<file path="src/hw/mon_consts.svh">
/*
 * Timing counts, step limits and synchroniser width for the monitor multiplexer sequencer.
 * Assumes a 40 MHz system clock; every cycle count is derived from a time in ns.
 */
`ifndef MON_CONSTS_SVH
`define MON_CONSTS_SVH

`define CLK_MHZ            40
`define ARM_GAP_MIN_NS     14750
`define ARM_GAP_MAX_NS     24250
`define IDLE_RESET_NS      35000

// A least time rounds up, a longest time rounds down.
`define ARM_GAP_MIN_CYC    ((`ARM_GAP_MIN_NS * `CLK_MHZ + 999) / 1000)
`define ARM_GAP_MAX_CYC    ((`ARM_GAP_MAX_NS * `CLK_MHZ) / 1000)
`define IDLE_RESET_CYC     ((`IDLE_RESET_NS * `CLK_MHZ + 999) / 1000)

`define STEPS_ALONE        8
`define STEPS_PAIRED       12
`define STEPS_PER_DEVICE   6

`define SYNC_WIDTH         11

`endif

</file>
<file path="src/hw/mon_pkg.sv">
/*
 * Types shared by the monitor multiplexer sequencer files.
 * Assumes nothing beyond a SystemVerilog compiler.
 */
package mon_pkg;

    // Three-level pins arrive already resolved by the pad comparators.
    typedef enum logic [1:0] {
        LVL_LOW   = 2'b00,
        LVL_FLOAT = 2'b01,
        LVL_HIGH  = 2'b10
    } level_t;

    typedef enum logic [1:0] {
        ST_STANDBY = 2'b00,
        ST_ARMING  = 2'b01,
        ST_GAP     = 2'b11,
        ST_RUN     = 2'b10
    } seq_state_t;

    typedef struct packed {
        logic       drive;    // Differential output actively driven.
        logic [1:0] channel;  // Channel 0..3 of this device.
        logic       shunt;    // 1 = shunt current, 0 = bus voltage.
    } step_select_t;

endpackage

</file>
<file path="src/hw/monitor_mux_sequencer.sv">
/*
 * Step sequencer, bus-valid gating and divider ground switch of a four-channel
 * bus voltage and shunt current monitor.
 * Assumes the pads resolve the three-level pins to two-bit codes and that the
 * analog comparators deliver one level per bus sense input; all pins are async.
 */
`timescale 1ns/1ps
`default_nettype none
`include "mon_consts.svh"

module monitor_mux_sequencer (
    input  wire logic           CLK,                    // 40 MHz clock.
    input  wire logic           RST,                    // Async reset, active high.
    input  wire logic           STEP_SELECT,            // Step-select pin.
    input  wire mon_pkg::level_t ENABLE_LEVEL,          // Enable pin level code.
    input  wire mon_pkg::level_t ROLE_LEVEL,            // Pairing-role pin level code.
    input  wire logic [3:0]     BUS_SENSE_ABOVE_REF,    // Bus sense input above threshold.
    input  wire logic           BUS_CHECK_BYPASS_N,     // Low ignores the bus sense inputs.
    input  wire logic           SUPPLY_OK,              // Main supply above its threshold.
    output mon_pkg::step_select_t   MUX_SELECT,             // Multiplexer position and drive.
    output logic                BUS_VALID_FLAG_O,       // Open-drain data, always low.
    output logic                BUS_VALID_FLAG_OE,      // High pulls the flag low.
    output logic                DIVIDER_GROUND_SWITCH   // High closes the divider ground.
);
    import mon_pkg::*;

    localparam logic [10:0] RESET_CYC = 11'(`IDLE_RESET_CYC);
    localparam logic [9:0]  GAP_MIN   = 10'(`ARM_GAP_MIN_CYC);
    localparam logic [9:0]  GAP_MAX   = 10'(`ARM_GAP_MAX_CYC);
    localparam logic [3:0]  LAST_ALONE  = 4'(`STEPS_ALONE);
    localparam logic [3:0]  LAST_PAIRED = 4'(`STEPS_PAIRED);
    localparam logic [3:0]  HALF_STEPS  = 4'(`STEPS_PER_DEVICE);

    logic [`SYNC_WIDTH-1:0] sync_q;
    logic                   s_step;
    level_t                 s_en;
    level_t                 s_role;
    logic [3:0]             s_above;
    logic                   s_check;
    logic                   s_sup;

    pin_sync #(.WIDTH(`SYNC_WIDTH)) u_sync (
        .clk   (CLK),
        .rst   (RST),
        .d_in  ({STEP_SELECT, ENABLE_LEVEL, ROLE_LEVEL, BUS_SENSE_ABOVE_REF,
                 BUS_CHECK_BYPASS_N, SUPPLY_OK}),
        .q_out (sync_q)
    );

    assign s_step  = sync_q[10];
    assign s_en    = level_t'(sync_q[9:8]);
    assign s_role  = level_t'(sync_q[7:6]);
    assign s_above = sync_q[5:2];
    assign s_check = sync_q[1];
    assign s_sup   = sync_q[0];

    seq_state_t state_reg, state_next;
    logic [3:0]  step_reg, step_next;
    logic [10:0] idle_cnt_reg, idle_cnt_next;
    logic [9:0]  gap_cnt_reg, gap_cnt_next;
    logic        step_d_reg;
    level_t      role_reg;
    step_select_t    mux_reg, mux_next;
    logic        flag_oe_reg, flag_oe_next;
    logic        gnd_sw_reg, gnd_sw_next;

    logic        step_rise;
    logic        step_fall;
    logic        timeout;
    logic        en_full;
    logic        paired;
    logic [3:0]  last_step;
    logic [3:0]  idx;

    assign step_rise = s_step & ~step_d_reg;
    assign step_fall = ~s_step & step_d_reg;
    assign timeout   = (idle_cnt_reg >= RESET_CYC);
    assign en_full   = (s_en == LVL_LOW);
    assign paired    = (s_role != LVL_FLOAT);
    assign last_step = paired ? LAST_PAIRED : LAST_ALONE;

    always_comb begin
        state_next    = state_reg;
        step_next     = step_reg;
        gap_cnt_next  = gap_cnt_reg;
        idx           = 4'h0;
        mux_next      = '0;
        // Any edge restarts the static-level timer; it saturates so a long idle never wraps.
        if (step_rise | step_fall) begin
            idle_cnt_next = 11'h000;
        end else if (timeout) begin
            idle_cnt_next = idle_cnt_reg;
        end else begin
            idle_cnt_next = idle_cnt_reg + 11'h001;
        end
        case (state_reg)
            ST_STANDBY: begin
                step_next = 4'h0;
                if (step_rise) begin
                    state_next = ST_ARMING;
                end
            end
            ST_ARMING: begin
                if (step_fall) begin
                    state_next   = ST_GAP;
                    gap_cnt_next = 10'h000;
                end
            end
            ST_GAP: begin
                if (gap_cnt_reg != GAP_MAX + 10'h001) begin
                    gap_cnt_next = gap_cnt_reg + 10'h001;
                end
                // A rise outside the gap window is taken as one more arming pulse.
                if (step_rise) begin
                    if (gap_cnt_reg >= GAP_MIN && gap_cnt_reg <= GAP_MAX) begin
                        state_next = ST_RUN;
                        step_next  = 4'h1;
                    end else begin
                        state_next = ST_ARMING;
                    end
                end
            end
            ST_RUN: begin
                if (step_rise) begin
                    step_next = (step_reg >= last_step) ? 4'h1 : step_reg + 4'h1;
                end
            end
            default: begin
                state_next = ST_STANDBY;
                step_next  = 4'h0;
            end
        endcase
        if ((timeout && state_reg != ST_STANDBY) || !en_full) begin
            state_next = ST_STANDBY;
            step_next  = 4'h0;
        end
        if (state_next == ST_RUN) begin
            if (s_role == LVL_HIGH) begin
                idx           = step_next - HALF_STEPS - 4'h1;
                mux_next.drive = (step_next > HALF_STEPS);
            end else if (s_role == LVL_LOW) begin
                idx           = step_next - 4'h1;
                mux_next.drive = (step_next <= HALF_STEPS);
            end else begin
                idx           = step_next - 4'h1;
                mux_next.drive = 1'b1;
            end
            mux_next.channel = idx[2:1];
            mux_next.shunt   = idx[0];
        end
        // The flag is released only when powered, enabled and every input is valid or the bus check is bypassed.
        flag_oe_next = !(s_sup && s_en != LVL_HIGH && (!s_check || (&s_above)));
        gnd_sw_next  = (s_en != LVL_HIGH);
    end

    always_ff @(posedge CLK or posedge RST) begin
        if (RST) begin
            state_reg    <= ST_STANDBY;
            step_reg     <= 4'h0;
            idle_cnt_reg <= 11'h000;
            gap_cnt_reg  <= 10'h000;
            step_d_reg   <= 1'b0;
            role_reg     <= LVL_FLOAT;
            mux_reg      <= '0;
            flag_oe_reg  <= 1'b1;
            gnd_sw_reg   <= 1'b0;
        end else begin
            state_reg    <= state_next;
            step_reg     <= step_next;
            idle_cnt_reg <= idle_cnt_next;
            gap_cnt_reg  <= gap_cnt_next;
            step_d_reg   <= s_step;
            role_reg     <= s_role;
            mux_reg      <= mux_next;
            flag_oe_reg  <= flag_oe_next;
            gnd_sw_reg   <= gnd_sw_next;
        end
    end

    assign MUX_SELECT            = mux_reg;
    assign BUS_VALID_FLAG_OE     = flag_oe_reg;
    assign DIVIDER_GROUND_SWITCH = gnd_sw_reg;
    assign BUS_VALID_FLAG_O      = 1'b0;

    property p_step_advance;
        @(posedge CLK) disable iff (RST)
        (state_reg == ST_RUN && step_rise && !timeout && en_full && step_reg < 4'h8)
        |=> (step_reg == $past(step_reg) + 4'h1);
    endproperty
    a_step_advance: assert property (p_step_advance) else $error("step did not advance");

    property p_alone_map;
        @(posedge CLK) disable iff (RST)
        (state_reg == ST_RUN && role_reg == LVL_FLOAT)
        |-> (mux_reg.drive && {1'b0, mux_reg.channel, mux_reg.shunt} == step_reg - 4'h1);
    endproperty
    a_alone_map: assert property (p_alone_map) else $error("stand-alone mapping wrong");

    property p_pair_a_quiet;
        @(posedge CLK) disable iff (RST)
        (state_reg == ST_RUN && role_reg == LVL_LOW && step_reg > 4'h6) |-> !mux_reg.drive;
    endproperty
    a_pair_a_quiet: assert property (p_pair_a_quiet) else $error("device A drove late step");

    property p_pair_b_map;
        @(posedge CLK) disable iff (RST)
        (state_reg == ST_RUN && role_reg == LVL_HIGH)
        |-> (mux_reg.drive == (step_reg > 4'h6))
            && (!mux_reg.drive || {1'b0, mux_reg.channel, mux_reg.shunt} == step_reg - 4'h7);
    endproperty
    a_pair_b_map: assert property (p_pair_b_map) else $error("device B mapping wrong");

    property p_wrap;
        @(posedge CLK) disable iff (RST)
        (state_reg == ST_RUN && step_rise && !timeout && en_full && step_reg == 4'hc)
        |=> (state_reg == ST_RUN && step_reg == 4'h1);
    endproperty
    a_wrap: assert property (p_wrap) else $error("sequence did not wrap");

    property p_timeout;
        @(posedge CLK) disable iff (RST)
        (state_reg == ST_RUN && !step_rise && !step_fall) [*8] ##1 (idle_cnt_reg == RESET_CYC)
        |=> (state_reg == ST_STANDBY) ##1 !mux_reg.drive;
    endproperty
    a_timeout: assert property (p_timeout) else $error("idle timeout ignored");

    property p_bus_invalid;
        @(posedge CLK) disable iff (RST)
        (s_check && !(&s_above)) |=> BUS_VALID_FLAG_OE;
    endproperty
    a_bus_invalid: assert property (p_bus_invalid) else $error("flag released too early");

    property p_no_supply;
        @(posedge CLK) disable iff (RST)
        (!s_sup) |=> BUS_VALID_FLAG_OE;
    endproperty
    a_no_supply: assert property (p_no_supply) else $error("flag released without supply");

    property p_ground_open;
        @(posedge CLK) disable iff (RST)
        (s_en == LVL_HIGH) |=> !DIVIDER_GROUND_SWITCH;
    endproperty
    a_ground_open: assert property (p_ground_open) else $error("ground switch closed");

    property p_disabled;
        @(posedge CLK) disable iff (RST)
        (s_en != LVL_LOW) |=> (state_reg == ST_STANDBY && step_reg == 4'h0 && !mux_reg.drive);
    endproperty
    a_disabled: assert property (p_disabled) else $error("step logic not held off");

    property p_restart;
        @(posedge CLK) disable iff (RST)
        (state_reg != ST_RUN) ##1 (state_reg == ST_RUN)
        |-> (step_reg == 4'h1 && $past(state_reg) == ST_GAP);
    endproperty
    a_restart: assert property (p_restart) else $error("run entered without arming");

endmodule

`default_nettype wire

</file>
<file path="src/hw/pin_sync.sv">
/*
 * Two-flip-flop synchroniser, one lane per input bit.
 * Assumes the inputs are asynchronous levels that change slowly against CLK.
 */
`timescale 1ns/1ps
`default_nettype none

module pin_sync #(
    parameter int WIDTH = 1
) (
    input  wire logic             clk,    // System clock.
    input  wire logic             rst,    // Asynchronous reset, active high.
    input  wire logic [WIDTH-1:0] d_in,   // Asynchronous levels.
    output logic      [WIDTH-1:0] q_out   // Synchronised levels.
);

    logic [WIDTH-1:0] meta_reg;

    genvar i;
    generate
        for (i = 0; i < WIDTH; i++) begin : g_lane
            always_ff @(posedge clk or posedge rst) begin
                if (rst) begin
                    meta_reg[i] <= 1'b0;
                    q_out[i]    <= 1'b0;
                end else begin
                    meta_reg[i] <= d_in[i];
                    q_out[i]    <= meta_reg[i];
                end
            end
        end
    endgenerate

endmodule

`default_nettype wire
</file>
<file path="config.mk">
export PLATFORM = sky130hd
export DESIGN_NAME = monitor_mux_sequencer
export DESIGN_NICKNAME = d
export VERILOG_FILES = /design/src/hw/mon_pkg.sv /design/src/hw/monitor_mux_sequencer.sv /design/src/hw/pin_sync.sv
export VERILOG_INCLUDE_DIRS = /design/src /design/src/hw
export SDC_FILE = /design/constraint.sdc
export NUM_CORES = 1
export LEC_CHECK = 0
export BUFFER_PORTS_ARGS = -buffer_cell sky130_fd_sc_hd__buf_2
export CAP_MARGIN = 20
export CELL_PAD_IN_SITES_DETAIL_PLACEMENT = 1
export CELL_PAD_IN_SITES_GLOBAL_PLACEMENT = 1
export CORE_ASPECT_RATIO = 0.7
export CORE_MARGIN = 2
export CORE_UTILIZATION = 47
export CTS_CLUSTER_SIZE = 12
export DETAILED_ROUTE_END_ITERATION = 7
export PLACE_DENSITY_LB_ADDON = 0.12
export SYNTH_ARGS = -nofsm -noshare
export SYNTH_HDL_FRONTEND = slang
export SYNTH_HIERARCHICAL = 1
export SYNTH_SLANG_ARGS = --single-unit
export TNS_END_PERCENT = 30
</file>
<file path="constraint.sdc">
create_clock -name CLK -period 2.8 [get_ports CLK]
set_input_delay 0.28 -clock CLK [delete_from_list [all_inputs] [get_ports CLK]]
set_output_delay 0.28 -clock CLK [all_outputs]
set_load 0.02 [all_outputs]
</file>
==> reports/metrics.csv, run 1 <==
metric,value,unit
max-cap-violations,0,
cts_setup_buffers,0,
crit_chain,nand2b_1 > ha_1 > a21bo_2 > a21oi_1 > a31o_2 > o21bai_1 > inv_1 > ha_1 > inv_1 > o211ai_1 > o32ai_1 > nor2_1,
crit_family,compound AO/OA/AOI/OAI gates,
first_pass_iters,4,
syn_area,0.002656,sq mm
internal-power,0.001059,W
io_buffers,18,
start_kind,flop,
final_antenna_net_count,0,
post-place-ws,0.2699,ns
synth_most_common_cell,dfrtp_1,
drc_errors,0,
hold_viol_final,0,
p_sw,0.0003650,W
p_leak,1.357,nW
grt_antenna_before_repair,0,
met3_length,207,um
antenna_cells,0,
required,3.01,ns
p_clk_share,33.8,%
ys_seq_area_share,52.80,%
grt_pass1_wl,9556,um
die_x,93.86,um
cts_sinks,56,
place.detailed.hpwl,3979,um
synth-edff-count,0,
dr.max_layer_used,met4,
tightestPinTransition,0.7888,ns
syn_inst,245,
setup_viol,0,
fin_nets,293,
wl_per_cell,15.97,um
synthToLayoutAreaGrowth,9.845,%
synth-main-ff-cell,dfrtp_1,
cts_tree,yes,
period_share,88.92,%
vias,1862,
rrSetupSlack,0.31,ns
arrival,2.70,ns
drive_gt1_share,17.47,%
syn_nets,270,
crit_path_top_delay_cell,dfrtp_1,
drt-total-wl,5445,um
start_util,49.74,%
syn_area_per_cell,10.84,sq um
path_max_fanout,4,
max-vdd-ir-drop,0.3624,mV
combinationalPowerShare,6.2,%
cts_max_level,2,
power.total,0.001424,W
swShare,25.63,%
ys_warn_count,6,
netlist_top_cells_area,"dfrtp_1 52%, ha_1 5.7%, xnor2_1 3.6%",
setup_tns,0,ns
synth-seq-cells,56,
yosysUniqueCellTypes,58,
nFillCells,598,
path_clk_slew,0.11,ns
status,finished clean,
viasPerCell,5.460,
worstSetupPathType,flop to flop,
cp-end-kind,flop,
grt.total_usage,20.26,%
powerDensity,488.0,mW/mm^2
design.core.area,0.005340,sq mm
clk_path_buf_depth,2,
synth_top_area_cell,dfrtp_1,
die_area,0.006279,sq mm
fp.dieH,66.90,um
seqPwrFrac,60.0,%
grt_overflow,0,
slowest_delay,0.43,ns
drt_iter0_drc,55,
rows,22,
grt_pass1_vias,1940,
netlist.area_leader.share,51.81,%
wl_met2,2487,um
num_io_pins,20,
relSlewSlack,47.36,%
hold_buffers,0,
clock-root-buffer,clkbuf_8,
gp_congestion,0.7762,
synth_commonest_cells,"55 x dfrtp_1, 22 x nor2_1, 16 x inv_1, 13 x and2_1",
period_needed,2.490,ns
drv_slew,0,
rsz0062_at_grt,no,
insertion_delay,0.32,ns
wl_met1,2684,um
numCtsBuffers,5,
grt_max_degree,35,
clock_skew,0.003854,ns
ys_async_sr_fraction,100.0,%
hp-class,primary input to async pin,
max_freq,401.6,MHz
crit_buf_inv,2,
fin_ws,0.3101,ns
==> layout by cell type, fill, tap and decap left out, types with 7 or more instances in the layout <==
cell type   n
dfrtp_1    55
nor2_1     22
buf_2      18
inv_1      16
and2_1     13
nand2_1    12
xnor2_1    11
ha_1       11
nand3_1     9
o21ai_0     8
a21oi_1     7
==> path summary, 6_finish.rpt <==
kind / from / end / cells past startpoint
worst min register to register: u_sync/meta_reg[6] / u_sync/q_out[6] / 0
worst max register to register: u_sync/q_out[7] / MUX_SELECT[3] / 12
worst max-delay path: u_sync/q_out[7] / MUX_SELECT[3] / 12
min in group CLK: BUS_SENSE_ABOVE_REF[3] / u_sync/meta_reg[5] / 1
worst min-delay path: RST / step_d_reg / 3
max in group asynchronous: RST / u_sync/q_out[8] / 2
==> layer usage <==
metal	vias up	GRT usage (%)
li1	894	-
met1	927	28.84
met2	32	30.71
met3	9	4.864
met4	0	6.341
met5	-	0
==> worst reg2reg max path: stages (launching register included) <==
cell      delay, ns
dfrtp_1        0.43
nand2b_1       0.17
ha_1           0.28
a21bo_2        0.15
a21oi_1        0.07
a31o_2         0.25
o21bai_1       0.30
inv_1          0.15
ha_1           0.20
inv_1          0.08
o211ai_1       0.09
o32ai_1        0.15
nor2_1         0.08
==> power by group through the flow <==
stage	combinational [W]	clock (W)	sequential (W)
finish	0.0000886	0.000481	0.000854
CTS	0.0000917	0.000502	0.000855
detailed placement	0.0000915	0	0.000870
floorplan	0.0000641	0	0.000865
global route	0.000104	0.000530	0.000858
global placement	0.0000877	0	0.000867
==> per-stage QoR <==
step | cells | cell area, sq um | hold WS [ns] | util, %
6_report | 341 | 2918 | 0.05757 | 54.64
5_1_grt | 341 | 2918 | 0.03376 | 54.64
4_1_cts | 341 | 2915 | 0.04600 | 54.59
3_5_place_dp | 333 | 2818 | 0.3362 | 52.76
3_3_place_gp | 333 | 2818 | 0.3327 | 52.76
2_1_floorplan | 245 | 2656 | 0.2692 | -
==> repair_timing <==
item                                    4_1_cts  5_1_grt
endpoints found under the hold margin         0        0
resized for setup                             0        1
endpoints found under the setup margin        0        2
==> logic make-up after synthesis <==
group,share of synthesized area (%)
simple gates,18.14
flops,52.80
compound gates,12.63
buf+inv,4.239
xor+xnor,5.605
fa+ha+maj,5.652
mux,0.8007
other cells,0.1412
==> area by class of cell <==
cell class / count / area [sq um] / area share (%)
Tap cell: 72 / 90.09 / 3.087
Multi-Input combinational cell: 166 / 1144 / 39.19
Inverter: 17 / 63.81 / 2.187
Clock buffer: 5 / 68.82 / 2.358
Timing Repair Buffer: 22 / 120.1 / 4.117
Clock inverter: 3 / 28.78 / 0.9863
Sequential cell: 56 / 1403 / 48.07
Power figures use the tool's default switching activity.
==> run 2, diff against run 1 <==
Settings changed: PLACE_DENSITY from default to 0.85, PLACE_DENSITY_LB_ADDON 0.12 to default.
==> run 2 against run 1 <==
  * Sequential power barely moved
  * First-iteration DRC count rose by 40%
  * Utilization fell by 0.094 points
  * Combinational power rose by 2.4%
  * Critical path type unchanged
  * Worst hold slack improved by 0.012 ns
  * Clock power fell by 7.9%
  * Routed wire length rose by 5.3%
  * Via count fell by 0.43%
  * Final cell count did not move
  * Non-clock buffer count did not move
  * Largest power group unchanged
  * Largest cell class unchanged
==> reports/metrics.csv, run 2 (same netlist as run 1, synthesis figures left out) <==
metric,value,unit
status,finished clean,
clk_path_buf_depth,2,
worstSetupPathType,flop to flop,
die_area,0.006279,sq mm
final_common_cell,dfrtp_1,
hold_viol_final,0,
cts_max_level,2,
rows,22,
hp-class,primary input to async pin,
seqPwrFrac,61.5,%
required,2.99,ns
met3_length,161,um
grt_max_degree,35,
nFillCells,611,
powerDensity,476.1,mW/mm^2
whs,0.06931,ns
period_needed,2.616,ns
grt_antenna_before_repair,0,
drive_gt1_share,17.47,%
drt_iter0_drc,77,
wl_per_cell,16.81,um
finalInstanceArea,0.002913,sq mm
synthToLayoutAreaGrowth,9.656,%
setup_tns,0,ns
placed_area,0.002818,sq mm
insertion_delay,0.31,ns
swShare,24.44,%
drv_slew,0,
dr.max_layer_used,met4,
wl_met1,2892,um
io_buffers,18,
reg2reg_from,gap_cnt_reg[0],
cp-end-kind,flop,
wl_met2,2637,um
period_share,93.42,%
design.core.area,0.005340,sq mm
final_antenna_net_count,0,
cts_sinks,56,
path_clk_slew,0.10,ns
gp_congestion,0.8647,
final_util,54.55,%
crit_start,gap_cnt_reg[0],
arrival,2.80,ns
clock_skew,0.008015,ns
p_leak,1.352,nW
path_max_fanout,7,
start_kind,flop,
mostFrequentLayoutCells,"55 x dfrtp_1, 22 x nor2_1, 18 x buf_2, 16 x inv_1, 13 x and2_1",
vias,1854,
max-cap-violations,0,
antenna_cells,0,
max-vdd-ir-drop,0.2885,mV
grt_overflow,0,
clock-root-buffer,clkbuf_8,
cts_tree,yes,
start_util,49.74,%
max_freq,382.3,MHz
drt-total-wl,5731,um
p_sw,0.0003389,W
grt.total_usage,20.33,%
grt_pass1_wl,9784,um
fin_nets,293,
num_io_pins,20,
power.total,0.001387,W
relSlewSlack,48.08,%
die_x,93.86,um
place.detailed.hpwl,4257,um
internal-power,0.001048,W
fp.dieH,66.90,um
first_pass_iters,4,
grt_pass1_vias,1904,
numCtsBuffers,5,
viasPerCell,5.437,
combinationalPowerShare,6.5,%
tightestPinTransition,0.7779,ns
drc_errors,0,
hold_buffers,0,
p_clk_share,31.9,%
setup_viol,0,
rsz0062_at_grt,no,
-- run 2: what timing repair did --
item / in CTS / in global routing
endpoints found under the setup margin: 0 / 3
buffers inserted: 0 / 0
gates resized for setup: 0 / 1
hold endpoints to repair: 0 / 0
-- run 2: critical path, cell delays in order, from the launching register on --
cell,delay [ns]
dfrtp_1,0.47
inv_1,0.13
ha_1,0.16
o211ai_2,0.10
a31o_1,0.27
o21ai_2,0.25
a21oi_1,0.12
nor3_2,0.24
inv_1,0.13
ha_1,0.21
inv_1,0.06
o211ai_1,0.10
o32ai_1,0.18
nor2_1,0.08
-- run 2: final timing paths --
path / cells past startpoint / slack (ns) / endpoint
setup / recovery: 13 / 0.18 / MUX_SELECT[3]
hold / removal: 3 / 0.07 / DIVIDER_GROUND_SWITCH
setup reg to reg: 13 / 0.18 / MUX_SELECT[3]
hold reg to reg: 0 / 0.35 / u_sync/q_out[8]
max in group asynchronous: 2 / 2.20 / u_sync/q_out[0]
min in group CLK: 1 / 0.08 / u_sync/meta_reg[3]
-- run 2: final cells by class --
type,count,area (sq um),area share [%]
flip-flops and latches,56,1403,48.15
clock inverters,3,21.27,0.7302
well taps,72,90.09,3.093
repair buffers,22,120.1,4.124
clock buffers,5,68.82,2.363
multi-input cells,166,1146,39.35
inverters,17,63.81,2.191
-- run 2: metal layers --
layer,global-route usage (%),up-vias
met5,0,-
met3,3.507,4
met1,29.12,937
met2,32.59,27
li1,-,886
met4,4.348,0
-- run 2: power by group through the flow --
stage	combinational (W)	sequential, W	clock (W)
2_1_floorplan	0.0000641	0.000865	0
3_3_place_gp	0.0000878	0.000867	0
3_5_place_dp	0.0000926	0.000869	0
4_1_cts	0.0000929	0.000854	0.000462
5_1_grt	0.000106	0.000856	0.000495
6_report	0.0000907	0.000853	0.000443
-- run 2: through the flow --
stage,std cells,setup WS [ns]
floorplan,245,0.5003
finish,341,0.1843
detailed placement,333,0.1036
CTS,341,0.04600
global placement,333,0.2426
global route,341,0.03607
==> run 3, diff against run 2 <==
Settings changed: CORE_UTILIZATION 47 to 40, PLACE_DENSITY 0.85 to 0.75.
==> run 3 against run 2 <==
  * Clock skew is 0.0026 ns higher
  * Largest cell class unchanged
  * Via count is 0.59% higher
  * Worst hold slack worse by 0.0091 ns
  * Fmax is 3.7% higher
  * Critical path depth is 1 lower
  * Routed wire length is 3.1% higher
  * Die area is 17% higher
  * Sequential power hardly changed
==> reports/metrics.csv, run 3 (same netlist as run 1, synthesis figures left out) <==
metric,value,unit
status,finished clean,
grt_overflow,0,
final_common_cell,dfrtp_1,
dp_cells,353,
grt_pass1_vias,1967,
final_antenna_net_count,0,
antenna_cells,0,
crit_path_top_delay_cell,dfrtp_1,
multi_input_area,0.001146,sq mm
cts_max_level,2,
powerDensity,475.7,mW/mm^2
die_area,0.007319,sq mm
period_share,90.05,%
tightestPinTransition,0.8083,ns
grt_pass1_wl,9942,um
setup_viol,0,
path_max_fanout,4,
mostFrequentLayoutCells,"55 x dfrtp_1, 22 x nor2_1, 18 x buf_2, 16 x inv_1, 13 x and2_1",
final_util,46.58,%
hp-class,primary input to async pin,
reg2reg_depth,12,
drc_errors,0,
synthToLayoutAreaGrowth,11.12,%
vias,1865,
required,3.01,ns
rows,24,
worstSetupPathType,flop to flop,
drt_iter0_drc,82,
cts_sinks,56,
start_kind,flop,
finalInstanceArea,0.002952,sq mm
drive_gt1_share,18.08,%
io_buffers,18,
insertion_delay,0.32,ns
register_area,0.001403,sq mm
drt-total-wl,5909,um
p_leak,1.363,nW
drv_slew,0,
path_clk_slew,0.11,ns
gp_congestion,0.9335,
wl_per_cell,16.32,um
numCtsBuffers,5,
cp-end-kind,flop,
crit_start,step_d_reg,
reg2reg_from,step_d_reg,
clock_skew,0.01063,ns
viasPerCell,5.152,
max-vdd-ir-drop,0.2917,mV
start_util,41.92,%
stdcell_count,362,
clk_path_buf_depth,2,
grt.total_usage,17.90,%
hold_viol_final,0,
crit_chain,inv_1 > ha_1 > o311ai_1 > a31o_1 > o21ai_2 > a21oi_1 > nor3_2 > inv_1 > ha_1 > mux2i_1 > o21a_1 > nor3_1,
max-cap-violations,0,
fin_nets,295,
fin_ws,0.2786,ns
hold_buffers,0,
slowest_delay,0.39,ns
setup_tns,0,ns
design.core.area,0.006336,sq mm
nFillCells,710,
rrSetupSlack,0.28,ns
period_needed,2.521,ns
max_freq,396.6,MHz
placed_area,0.002849,sq mm
r2r-end,MUX_SELECT[2],
fp.dieH,72.18,um
arrival,2.74,ns
num_io_pins,20,
place.detailed.hpwl,4315,um
cts_tree,yes,
post-place-ws,0.02333,ns
clock-root-buffer,clkbuf_8,
grt_antenna_before_repair,0,
grt_max_degree,35,
rsz0062_at_grt,no,
die_x,101.4,um
first_pass_iters,4,
relSlewSlack,46.05,%
-- run 3: cell count changes in the layout (fill, tap and decap cells not counted), sizes merged --
cell	previous run	this run
buf	22	24
-- run 3: report_power, final --
group          switching, W  total (W)  internal (W)
combinational     0.0000577  0.0000928     0.0000351
sequential        0.0000181   0.000853      0.000835
clock              0.000280   0.000458      0.000178
-- run 3: per-stage QoR --
step | hold slack (ns) | total power [W]
global route | 0.04583 | 0.001464
finish | 0.06019 | 0.001404
detailed placement | 0.3378 | 0.0009638
global placement | 0.3328 | 0.0009559
floorplan | 0.2692 | 0.0009287
CTS | 0.05724 | 0.001417
-- run 3: final cells by class --
class                           count  area share, %
Sequential cell                    56          47.52
Clock buffer                        5          2.331
Timing Repair Buffer               24          4.578
Multi-Input combinational cell    166          38.83
Tap cell                           91          3.858
Clock inverter                      3         0.7206
Inverter                           17          2.162
-- run 3: what timing repair did --
action,in CTS,in global routing
endpoints found under the setup margin,1,3
buffers inserted,0,1
pin swaps,0,1
resized for setup,1,0
-- run 3: critical path: cells and delay by family, from the launching register on --
family                     cells  cell delay [ns]
adders and majority gates      2             0.42
DFF                            1             0.39
muxes                          1             0.21
buffers and inverters          2             0.19
AOI/OAI and AO/OA              5             0.90
and+or+nand+nor                2             0.31
-- run 3: worst max path at each step --
stage                                to  slack, ns  cells after the start
final                     MUX_SELECT[2]       0.28                     12
after global routing      MUX_SELECT[2]       0.02                     12
after CTS                 MUX_SELECT[2]       0.18                     12
after detailed placement  MUX_SELECT[2]       0.02                     12
after global placement    MUX_SELECT[2]       0.15                     12
after floorplan           MUX_SELECT[2]       0.50                     13
-- run 3: metal layers --
layer	global-route usage (%)	up-vias	routed length (um)
met5	0	-	0
met4	5.706	0	89
met3	3.661	9	131
met2	28.40	23	2690
met1	24.84	940	2998
li1	-	893	-
